## src/core/sbg_pkg.sv

```systemverilog
`default_nettype none

package sbg_pkg;

    // Register indices; byte address is four times the index
    localparam logic [7:0] IDX_STATUS   = 8'h50;
    localparam logic [7:0] IDX_DATA     = 8'h51;
    localparam logic [7:0] IDX_BAUD     = 8'h52;
    localparam logic [7:0] IDX_CTRL_ONE = 8'h53;
    localparam logic [7:0] IDX_CTRL_TWO = 8'h54;
    localparam logic [7:0] IDX_RX_FINE  = 8'h55;
    localparam logic [7:0] IDX_TX_FINE  = 8'h57;

    // Reset values
    localparam logic [7:0] STATUS_RST   = 8'hc0;
    localparam logic [7:0] BAUD_RST     = 8'h00;
    localparam logic [7:0] CTRL_RST     = 8'h00;
    localparam logic [7:0] FINE_RST     = 8'h00;

    // Baud rate select field positions
    localparam int PRE_HI = 7;
    localparam int PRE_LO = 6;
    localparam int TXC_HI = 5;
    localparam int TXC_LO = 3;
    localparam int RXC_HI = 2;
    localparam int RXC_LO = 0;

    // Prescale factors per select code
    localparam logic [3:0] PRE_F0 = 4'h1;
    localparam logic [3:0] PRE_F1 = 4'h3;
    localparam logic [3:0] PRE_F2 = 4'h4;
    localparam logic [3:0] PRE_F3 = 4'hd;

    // Extended chain fixed stage
    localparam logic [3:0] SIXTEEN_LAST = 4'hf;

    // Status flags in register bit order 7..1, bit 0 reads zero
    typedef struct packed {
        logic tx_buffer_empty_flag;
        logic tx_complete;
        logic rx_data_ready_flag;
        logic rx_idle;
        logic rx_overrun;
        logic rx_noise;
        logic rx_framing;
    } sbg_status_t;

    // Event from the input shifter
    typedef struct packed {
        logic       push;
        logic       noise;
        logic       framing;
        logic       idle;
        logic [7:0] data;
    } sbg_rx_evt_t;

    // First prescale factor for a select code
    function automatic logic [3:0] first_prescale_factor(
        input logic [1:0] sel
    );
        case (sel)
            2'h0:    first_prescale_factor = PRE_F0;
            2'h1:    first_prescale_factor = PRE_F1;
            2'h2:    first_prescale_factor = PRE_F2;
            default: first_prescale_factor = PRE_F3;
        endcase
    endfunction : first_prescale_factor

    // Coarse factor is two to the field value, 1..128
    function automatic logic [7:0] coarse_factor(input logic [2:0] sel);
        coarse_factor = 8'h01 << sel;
    endfunction : coarse_factor

endpackage : sbg_pkg

`default_nettype wire

```

## src/core/sbg_rate_chain.sv

```systemverilog
`timescale 1ns/1ps
`default_nettype none

module sbg_rate_chain (
    input  wire logic       clk,
    input  wire logic       rst,
    input  wire logic [1:0] prescale_sel,
    input  wire logic [2:0] coarse_sel,
    input  wire logic [7:0] fine_div,
    output logic            rate_tick
);
    import sbg_pkg::*;

    typedef struct packed {
        logic [3:0] pre_cnt;
        logic [3:0] sixteen_cnt;
        logic [7:0] stage_cnt;
        logic       tick;
    } sbg_chain_st_t;

    sbg_chain_st_t st_r;
    sbg_chain_st_t st_nxt;
    logic [3:0]    pre_lim;
    logic [7:0]    stage_lim;
    logic          ext_mode;
    logic          pre_tick;
    logic          stage_en;

    ////////////////////////////////////////////////////////////////////
    // Divider chain; >= compares keep a lowered divisor from locking up
    always_comb begin
        st_nxt    = st_r;
        st_nxt.tick = 1'b0;
        ext_mode  = (fine_div != FINE_RST);
        pre_lim   = first_prescale_factor(prescale_sel) - 4'h1;
        stage_lim = ext_mode ? fine_div - 8'h01
                             : coarse_factor(coarse_sel) - 8'h01;
        pre_tick  = (st_r.pre_cnt >= pre_lim);
        stage_en  = 1'b0;
        st_nxt.pre_cnt = pre_tick ? 4'h0 : st_r.pre_cnt + 4'h1;
        if (pre_tick) begin
            if (ext_mode) begin
                // Fixed divide-by-16 ahead of the fine stage
                st_nxt.sixteen_cnt = st_r.sixteen_cnt + 4'h1;
                stage_en = (st_r.sixteen_cnt == SIXTEEN_LAST);
            end else begin
                st_nxt.sixteen_cnt = 4'h0;
                stage_en = 1'b1;
            end
        end
        if (stage_en) begin
            if (st_r.stage_cnt >= stage_lim) begin
                st_nxt.stage_cnt = 8'h00;
                st_nxt.tick      = 1'b1;
            end else begin
                st_nxt.stage_cnt = st_r.stage_cnt + 8'h01;
            end
        end
    end

    // State register
    always_ff @(posedge clk) begin
        if (rst) begin
            st_r <= '0;
        end else begin
            st_r <= st_nxt;
        end
    end

    assign rate_tick = st_r.tick;

endmodule : sbg_rate_chain

`default_nettype wire

```

## src/core/sbg_top.sv

```systemverilog
// Register access over Wishbone was decided locally.
`timescale 1ns/1ps
`default_nettype none

// What this block does
// - Data location splits: writes fill transmit holding, reads return receive holding
// - Baud bits 7:6 pick first prescale 1, 3, 4 or 13
// - Baud bits 5:3 give transmit coarse factor, two to the power
// - Baud bits 2:0 give receive coarse factor, two to the power
// - Conventional transmit rate is clock over prescale times transmit factor
// - Conventional receive rate is clock over prescale times receive factor
// - Transmit coarse factor used only while transmit fine divider is zero
// - Receive coarse factor used only while receive fine divider is zero
// - Nonzero receive fine divider divides the divide-by-16 output by it
// - Nonzero transmit fine divider divides the divide-by-16 output by it
// - Reset clears both fine dividers, extended chains idle
// - Reset clears prescale select bits; divisor bits carry no promise
// - Status read then data write clears buffer-empty; no transfer while set
// - Status read then data read clears ready, idle, overrun, noise, framing
module sbg_top #(
    parameter int ADDR_W = 12
) (
    input  wire logic              clk,
    input  wire logic              rst,
    input  wire logic              wb_cyc_i,
    input  wire logic              wb_stb_i,
    input  wire logic              wb_we_i,
    input  wire logic [ADDR_W-1:0] wb_adr_i,
    input  wire logic [3:0]        wb_sel_i,
    input  wire logic [31:0]       wb_dat_i,
    output logic      [31:0]       wb_dat_o,
    output logic                   wb_ack_o,
    output logic      [7:0]        tx_holding_o,
    output logic                   tx_pending_o,
    input  wire logic              tx_take_i,
    input  wire logic              tx_done_i,
    input  wire sbg_pkg::sbg_rx_evt_t rx_evt_i,
    output logic      [7:0]        ctrl_one_o,
    output logic      [7:0]        ctrl_two_o,
    output logic                   tx_rate_tick_o,
    output logic                   rx_rate_tick_o
);
    import sbg_pkg::*;

    typedef struct packed {
        logic [31:0] rdata;
        logic        ack;
        logic        status_seen;
        sbg_status_t flags;
        logic [7:0]  tx_holding_reg;
        logic [7:0]  rx_holding_reg;
        logic [7:0]  baud_rate_select;
        logic [7:0]  ctrl_one;
        logic [7:0]  ctrl_two;
        logic [7:0]  rx_fine_divider;
        logic [7:0]  tx_fine_divider;
    } sbg_top_st_t;

    sbg_top_st_t st_r;
    sbg_top_st_t st_nxt;
    logic        req;
    logic        wr;
    logic        rd;
    logic [7:0]  idx;
    logic [7:0]  wbyte;
    logic [7:0]  rbyte;
    logic        clr_tx;
    logic        clr_rx;

    ////////////////////////////////////////////////////////////////////
    // Index of a word address
    function automatic logic [7:0] word_index(
        input logic [ADDR_W-1:0] adr
    );
        word_index = adr[9:2];
    endfunction : word_index

    // Status register image, bit 0 reads zero
    function automatic logic [7:0] status_byte(input sbg_status_t f);
        status_byte = {f, 1'b0};
    endfunction : status_byte

    ////////////////////////////////////////////////////////////////////
    // Bus decode, register file and data-path flags
    always_comb begin
        st_nxt = st_r;
        req    = wb_cyc_i && wb_stb_i && !st_r.ack;
        wr     = req && wb_we_i && wb_sel_i[0];
        rd     = req && !wb_we_i;
        idx    = word_index(wb_adr_i);
        wbyte  = wb_dat_i[7:0];
        clr_tx = 1'b0;
        clr_rx = 1'b0;
        rbyte  = 8'h00;

        // Classic single cycle: answer one cycle after the strobe
        st_nxt.ack = req;

        // Read mux; unmapped indices read zero
        case (idx)
            IDX_STATUS:   rbyte = status_byte(st_r.flags);
            IDX_DATA:     rbyte = st_r.rx_holding_reg;
            IDX_BAUD:     rbyte = st_r.baud_rate_select;
            IDX_CTRL_ONE: rbyte = st_r.ctrl_one;
            IDX_CTRL_TWO: rbyte = st_r.ctrl_two;
            IDX_RX_FINE:  rbyte = st_r.rx_fine_divider;
            IDX_TX_FINE:  rbyte = st_r.tx_fine_divider;
            default:      rbyte = 8'h00;
        endcase
        st_nxt.rdata = req ? {24'h000000, rbyte} : 32'h00000000;

        // Register writes
        if (wr) begin
            case (idx)
                IDX_DATA: begin
                    st_nxt.tx_holding_reg = wbyte;
                    clr_tx = st_r.status_seen;
                end
                IDX_BAUD:     st_nxt.baud_rate_select = wbyte;
                IDX_CTRL_ONE: st_nxt.ctrl_one         = wbyte;
                IDX_CTRL_TWO: st_nxt.ctrl_two         = wbyte;
                IDX_RX_FINE:  st_nxt.rx_fine_divider  = wbyte;
                IDX_TX_FINE:  st_nxt.tx_fine_divider  = wbyte;
                default: begin
                end
            endcase
        end

        // Status read arms the clear; a data access completes it
        if (rd && idx == IDX_STATUS) begin
            st_nxt.status_seen = 1'b1;
        end else if (req && idx == IDX_DATA) begin
            st_nxt.status_seen = 1'b0;
            clr_rx = rd && st_r.status_seen;
        end

        // Software clears first; hardware sets below win
        if (clr_tx) begin
            st_nxt.flags.tx_buffer_empty_flag = 1'b0;
            st_nxt.flags.tx_complete          = 1'b0;
        end
        if (clr_rx) begin
            st_nxt.flags.rx_data_ready_flag = 1'b0;
            st_nxt.flags.rx_idle            = 1'b0;
            st_nxt.flags.rx_overrun         = 1'b0;
            st_nxt.flags.rx_noise           = 1'b0;
            st_nxt.flags.rx_framing         = 1'b0;
        end

        // Shifter takes data only while the empty flag is clear
        if (tx_take_i && !st_r.flags.tx_buffer_empty_flag) begin
            st_nxt.flags.tx_buffer_empty_flag = 1'b1;
        end
        if (tx_done_i) begin
            st_nxt.flags.tx_complete = 1'b1;
        end

        // Received word: overrun keeps the held byte
        if (rx_evt_i.push) begin
            if (st_r.flags.rx_data_ready_flag) begin
                st_nxt.flags.rx_overrun = 1'b1;
            end else begin
                st_nxt.rx_holding_reg           = rx_evt_i.data;
                st_nxt.flags.rx_data_ready_flag = 1'b1;
                st_nxt.flags.rx_noise           = rx_evt_i.noise;
                st_nxt.flags.rx_framing         = rx_evt_i.framing;
            end
        end
        if (rx_evt_i.idle) begin
            st_nxt.flags.rx_idle = 1'b1;
        end
    end

    // State register
    always_ff @(posedge clk) begin
        if (rst) begin
            st_r                  <= '0;
            st_r.flags            <= sbg_status_t'(STATUS_RST[7:1]);
            st_r.baud_rate_select <= BAUD_RST;
            st_r.ctrl_one         <= CTRL_RST;
            st_r.ctrl_two         <= CTRL_RST;
            st_r.rx_fine_divider  <= FINE_RST;
            st_r.tx_fine_divider  <= FINE_RST;
        end else begin
            st_r <= st_nxt;
        end
    end

    ////////////////////////////////////////////////////////////////////
    // Separate transmit and receive rate chains
    sbg_rate_chain u_tx_chain (
        .clk          (clk),
        .rst          (rst),
        .prescale_sel (st_r.baud_rate_select[PRE_HI:PRE_LO]),
        .coarse_sel   (st_r.baud_rate_select[TXC_HI:TXC_LO]),
        .fine_div     (st_r.tx_fine_divider),
        .rate_tick    (tx_rate_tick_o)
    );

    sbg_rate_chain u_rx_chain (
        .clk          (clk),
        .rst          (rst),
        .prescale_sel (st_r.baud_rate_select[PRE_HI:PRE_LO]),
        .coarse_sel   (st_r.baud_rate_select[RXC_HI:RXC_LO]),
        .fine_div     (st_r.rx_fine_divider),
        .rate_tick    (rx_rate_tick_o)
    );

    // Outputs straight from state
    assign wb_dat_o     = st_r.rdata;
    assign wb_ack_o     = st_r.ack;
    assign tx_holding_o = st_r.tx_holding_reg;
    assign tx_pending_o = !st_r.flags.tx_buffer_empty_flag;
    assign ctrl_one_o   = st_r.ctrl_one;
    assign ctrl_two_o   = st_r.ctrl_two;

endmodule : sbg_top

`default_nettype wire

```

## config.mk

```make
export PLATFORM = sky130hd
export DESIGN_NAME = sbg_top
export DESIGN_NICKNAME = d
export VERILOG_FILES = /design/src/core/sbg_pkg.sv /design/src/core/sbg_rate_chain.sv /design/src/core/sbg_top.sv
export SDC_FILE = /design/constraint.sdc
export NUM_CORES = 1
export LEC_CHECK = 0
export CORE_ASPECT_RATIO = 0.9
export CORE_MARGIN = 5
export CORE_UTILIZATION = 44
export DETAILED_ROUTE_END_ITERATION = 7
export DONT_BUFFER_PORTS = 1
export SLEW_MARGIN = 20
export SYNTH_ARGS = -nofsm -noshare
export SYNTH_HDL_FRONTEND = slang
export SYNTH_SLANG_ARGS = --single-unit
```

## constraint.sdc

```tcl
create_clock -name clk -period 7.9 [get_ports clk]
set_input_delay 0.395 -clock clk [delete_from_list [all_inputs] [get_ports clk]]
set_output_delay 0.395 -clock clk [all_outputs]
set_load 0.05 [all_outputs]
```

## After elaboration in Yosys (flattened, before gate mapping)

Index checks and enable logic that the tools add are counted.

- Bitwise logic cells: 4
- Muxes and demuxes: 27
- Shift operators: 2
- $add $sub $neg: 11
- Eq/ne operators: 11
- Reductions and logical operators: 31
- Order comparisons: 4

Operator list:

| kind | count |
|---|---|
| $eq A8 B7 Y1 const B | 7 |
| $pmux W8 S7 | 1 |
| $mux W8 | 4 |
| $sub A8 B1 Y8 const B | 4 |
| $add A4 B1 Y4 const B | 4 |
| $add A8 B1 Y8 const B | 2 |
| $ge A8 B8 Y1 | 2 |
| $mux W1 | 16 |
| $reduce_bool A8 Y1 | 2 |
| $shl A1 B3 Y8 const A | 2 |
| $reduce_and A2 Y1 | 7 |
| $reduce_or A2 Y1 | 7 |
| $pmux W4 S3 | 1 |
| $logic_and A1 B1 Y1 | 9 |
| $eq A4 B4 Y1 const B | 2 |
| $ge A4 B4 Y1 | 2 |
| $mux W4 | 2 |
| $mux W5 | 1 |
| $not A1 Y1 | 4 |
| $reduce_bool A2 Y1 | 2 |
| $sub A4 B1 Y4 const B | 1 |
| $logic_not A1 Y1 | 3 |
| $mux W3 | 1 |
| $eq A2 B1 Y1 const B | 1 |
| 3 further kinds | 3 |

- Input port bits: 67
- Flip-flop bits (word level): 131
- Output and inout port bits: 60
- Word-level logic and storage cells: 116

## Depth between registers and ports, before layout

- Depth after elaboration: 9
- Mapped depth: 16
- Depth with buffers taken out: 15

## Modules after synthesis

From an unflattened synthesis, not the netlist that was laid out.

- Cell total of the unflattened synthesis: 708
- Area, all modules: 6357.3 µm²

By module, submodules not included:

| module | area an instance (µm²) | sequential area each (µm²) | cells an instance | instances |
|---|---|---|---|---|
| sbg_top | 3549.7 | 1461.4 | 360 | 1 |
| sbg_rate_chain | 1403.8 | 340.3 | 174 | 2 |

## Worst setup path after synthesis

No wires, ideal clock.

- Kind: reg-to-reg
- From: register st_r[3] (netlist bit)
- To: register u_tx_chain.st_r[8] (netlist bit)
- Cell stages (with the launch flop): 16
- Setup time: 0.074 ns
- Path slack: 3.839 ns
- Path buffers: 0
- Clock period less this slack: 4.061 ns
- Required time: 7.826 ns
- Arrival: 3.987 ns
- Cell sequence: dfxtp_1 -> or4_1 -> nor4_1 -> a21oi_1 -> ha_1 -> or4b_2 -> nor2_1 -> or3_1 -> a21oi_1 -> a211oi_1 -> ha_1 -> nand2_1 -> o21ai_0 -> a211oi_1 -> a21bo_2 -> a31oi_1

- Longest elaborated chain between the ends: 4
- Elaborated cells on any way between the ends: 7
- Those cells by class: 1 x add/sub; 1 x order compare; 4 x mux; 1 x reduce/logical

Ends and longest elaborated chain:

| item | line | source |
|---|---|---|
| from (decl) | sbg_top.sv:59 | `sbg_top_st_t st_r;` |
| from (signal assigned) | sbg_top.sv:185 | `st_r <= st_nxt;` |
| $sub A8 B1 Y8 or $reduce_bool A8 Y1 (tied branches) | sbg_rate_chain.sv:36, sbg_rate_chain.sv:34 |  |
| $mux W8 | sbg_rate_chain.sv:36 | `stage_lim = ext_mode ? fine_div - 8'h01` |
| $ge A8 B8 Y1 | sbg_rate_chain.sv:52 | `if (st_r.stage_cnt >= stage_lim) begin` |
| $mux W8 | sbg_rate_chain.sv:52 |  |
| to (signal assigned) | sbg_rate_chain.sv:66 | `st_r <= st_nxt;` |
| to (decl) | sbg_rate_chain.sv:21 | `sbg_chain_st_t st_r;` |

Parallel ways exist; a longest one is shown, timed or not.
A chain may end at the register's enable or synchronous reset.

## Final worst setup path

Ends and elaborated chain as after synthesis.

==> out/results.ini <==
[global_routing]
grt_pass1_wl_um=23300
grt_max_degree=88
use_met2_pct=27.1
grt_use_total_pct=18.0
antenna_found_initial=0
busiest_layer=met2
grtUsageMet3_pct=5.72
grt-ovfl-total=0
grt_pass1_vias=4453
grt.met1_usage_pct=25.3

[pwr]
powerDensity_nw_per_um2=174
p_int_mw=0.806
pwr-share-seq_pct=52.0
power_switching_mw=0.255
leakagePower_nw=2.46
power_frac_comb_pct=4.7
switching_share_pct=24.1
p_total_mw=1.06
power_frac_clock_pct=43.3
peakVddDrop_mv=0.113

[worst_setup_path]
start_kind=flip-flop
startpoint=st_r[3]$_SDFFE_PP0P_
worstReg2RegStart=st_r[3]$_SDFFE_PP0P_
cp_max_fo=8
cp.required_ps=8190
endpoint_kind=flip-flop
worstSetupEndpoint=u_tx_chain.st_r[8]$_SDFFE_PP0P_
crit_arrival_ps=4970
worstSetupPathType=flip-flop to flip-flop
r2r_end=u_tx_chain.st_r[8]$_SDFFE_PP0P_
r2r_cells=15
reg2reg_slack_ps=3210

[placed_design]
gp_congestion=0.894
io_buffers=0
dp.cells=832
pre_cts_slack_ps=3300
dp_hpwl_um=10800

[sta]
timing.setup.tns_ps=0
slew_headroom_pct=35.3
rsz0062_at_grt=no
fin_crit_ps=4690
max_freq_ghz=0.213
setup_violations=0
min_period_over_period_pct=59.4
timing.final.ws_setup_ps=3210
worst_slew_pin_slew_ps=961
finalMaxSlewViolations=0
final-hold-violation-count=0
finClkSkew_ps=7.50
finalHoldWorstSlack_ps=99.1

[clock_network]
insertion_delay_ps=360
cts_sinks=107
cts_resized=0
clk_pin_slew_ps=70
cts.path.max_buffers=2
htree_levels=3
ctsHoldBuffers=0
cts_setup_buffers=0
root_buffer=clkbuf_16
cts_tree=built
cts_buffers=9

[layout]
antenna_cells=0
synthToLayoutAreaGrowth_pct=0.913
fillers=1299
final_cells=848
nets=776
final_layout_size_suffix_gt1_share_pct=5.88

[synthesis]
synthArstFlopShare_pct=0
syn_inst=725
yosys-top-cells-area=dfxtp_1 (36%), ha_1 (7.1%), buf_4 (7.0%), nand2_1 (6.6%), mux2i_1 (6.1%)
syn_area_um2=6030
ys_ff_latch=107
yosysWarningCount=0
synth_edf_count=0
synth.avg_cell_area_um2=8.32
yosysMostFrequentCell=dfxtp_1
synth_common_cells=dfxtp_1 (107), nand2_1 (106), a21oi_1 (63), nor2_1 (63), buf_4 (56)
yosysSeqAreaShare_pct=35.5
netlist.area_leader.share_pct=35.5
synth_top_area_cell=dfxtp_1
synth_top_flop_cell=dfxtp_1
ys_types=64

[die]
die_area_um2=16200
initial_core_util_pct=45.0
coreArea_um2=13400
die_w_um=133
placementRows=40
die_y_um=121
ioPinCount=127

[detailed_routing]
post_drt_wl_per_cell_um=17.2
wirelength_um=14600
via_count=4913
drt_first_iter_violations=315
via_per_inst=5.79
drtPass1Iterations=5
drc_errors=0
antenna_left=0

[flow_run]
drv_cap=0

[min_path]
hold_path.class=primary input to flip-flop
hold_start=rst

[outcome]
status=finished, final reports clean

==> cell type report <==
class	count	area [µm²]	share of cell area, %
Clock buffer	9	225	3.70
Clock inverter	7	77.6	1.27
Sequential cell	107	2140	35.2
Inverter	19	71.3	1.17
Multi-Input combinational cell	538	3360	55.2
Tap cell	168	210	3.45
==> worst min path at each step <==
stage | end | cells after the start
after floorplan | st_r[61]$_SDFFE_PP1P_ | 1
after global placement | st_r[46]$_SDFFE_PP0P_ | 2
after detailed placement | st_r[46]$_SDFFE_PP0P_ | 2
after CTS | tx_holding_o[0]$_SDFFE_PP0P_ | 1
after global routing | tx_holding_o[1]$_SDFFE_PP0P_ | 1
final | u_rx_chain.st_r[7]$_SDFFE_PP0P_ | 1
==> power groups by stage <==
stage	Combinational (mW)	Clock [mW]	Sequential, mW
6_report	0.0497	0.460	0.551
5_1_grt	0.0533	0.493	0.552
4_1_cts	0.0498	0.474	0.551
3_5_place_dp	0.0496	0	0.564
3_3_place_gp	0.0490	0	0.564
2_1_floorplan	0.0653	0	0.563
==> worst max-delay path, stage by stage (launching register included) <==
cell,delay [ps]
dfxtp_1,370
or4_1,640
nor4_1,610
a31oi_1,220
ha_1,290
or4b_2,250
nor2_1,50
or3_1,310
a21oi_1,150
a211oi_1,70
ha_1,280
nand2_1,80
o21ai_0,140
a211oi_1,700
a21bo_2,300
a31oi_1,140
==> cell families (layout without fill, tap and decap cells) <==
group | count (synthesis) | in the layout | share of synthesized area, %
buffers and inverters | 103 | 35 | 10.2
other | 1 | 24 | 0.0622
adders and majority gates | 34 | 34 | 7.05
xor gates and xnor gates | 6 | 6 | 0.871
AOI/OAI and AO/OA | 149 | 149 | 15.6
and+or+nand+nor | 281 | 281 | 22.2
muxes | 44 | 44 | 8.56
DFF | 107 | 107 | 35.5
==> stage by stage <==
step | util (%) | area, µm²
floorplan | - | 6120
global placement | 43.1 | 5790
detailed placement | 43.1 | 5790
CTS | 45.4 | 6090
global route | 45.4 | 6090
finish | 45.4 | 6090
==> layout by cell type (no fill, tap or decap), types with 4 or more instances in the layout <==
cell	n
nor2_1	63
nand2b_1	5
o21a_1	4
ha_1	34
a221oi_1	4
clkbuf_16	9
a211oi_1	7
xor2_1	4
or3_1	4
nor3_1	20
a21oi_1	63
inv_1	19
mux2i_1	37
nor4_1	6
or4_1	7
conb_1	24
nand4b_1	4
o21ai_0	31
a31oi_1	9
dfxtp_1	107
nor2b_1	6
mux4_2	6
and3_1	11
nand2_1	106
and2_1	7
nand3_1	22
==> flip-flops by register name, indices dropped and copies added (netlist names) <==
register / count
u_tx_chain.rate_tick: 1
ctrl_one_o: 8
wb_ack_o: 1
u_rx_chain.st_r: 16
u_tx_chain.st_r: 16
wb_dat_o: 8
u_rx_chain.rate_tick: 1
st_r: 40
ctrl_two_o: 8
tx_holding_o: 8
==> routing by layer <==
layer  wire length, µm  vias to the layer above
met5                 0                        -
met4               132                        0
met3              1280                       20
met2              6330                      183
met1              6860                     2306
li1                  -                     2404
Note: power is estimated with default switching activity, not from simulation.
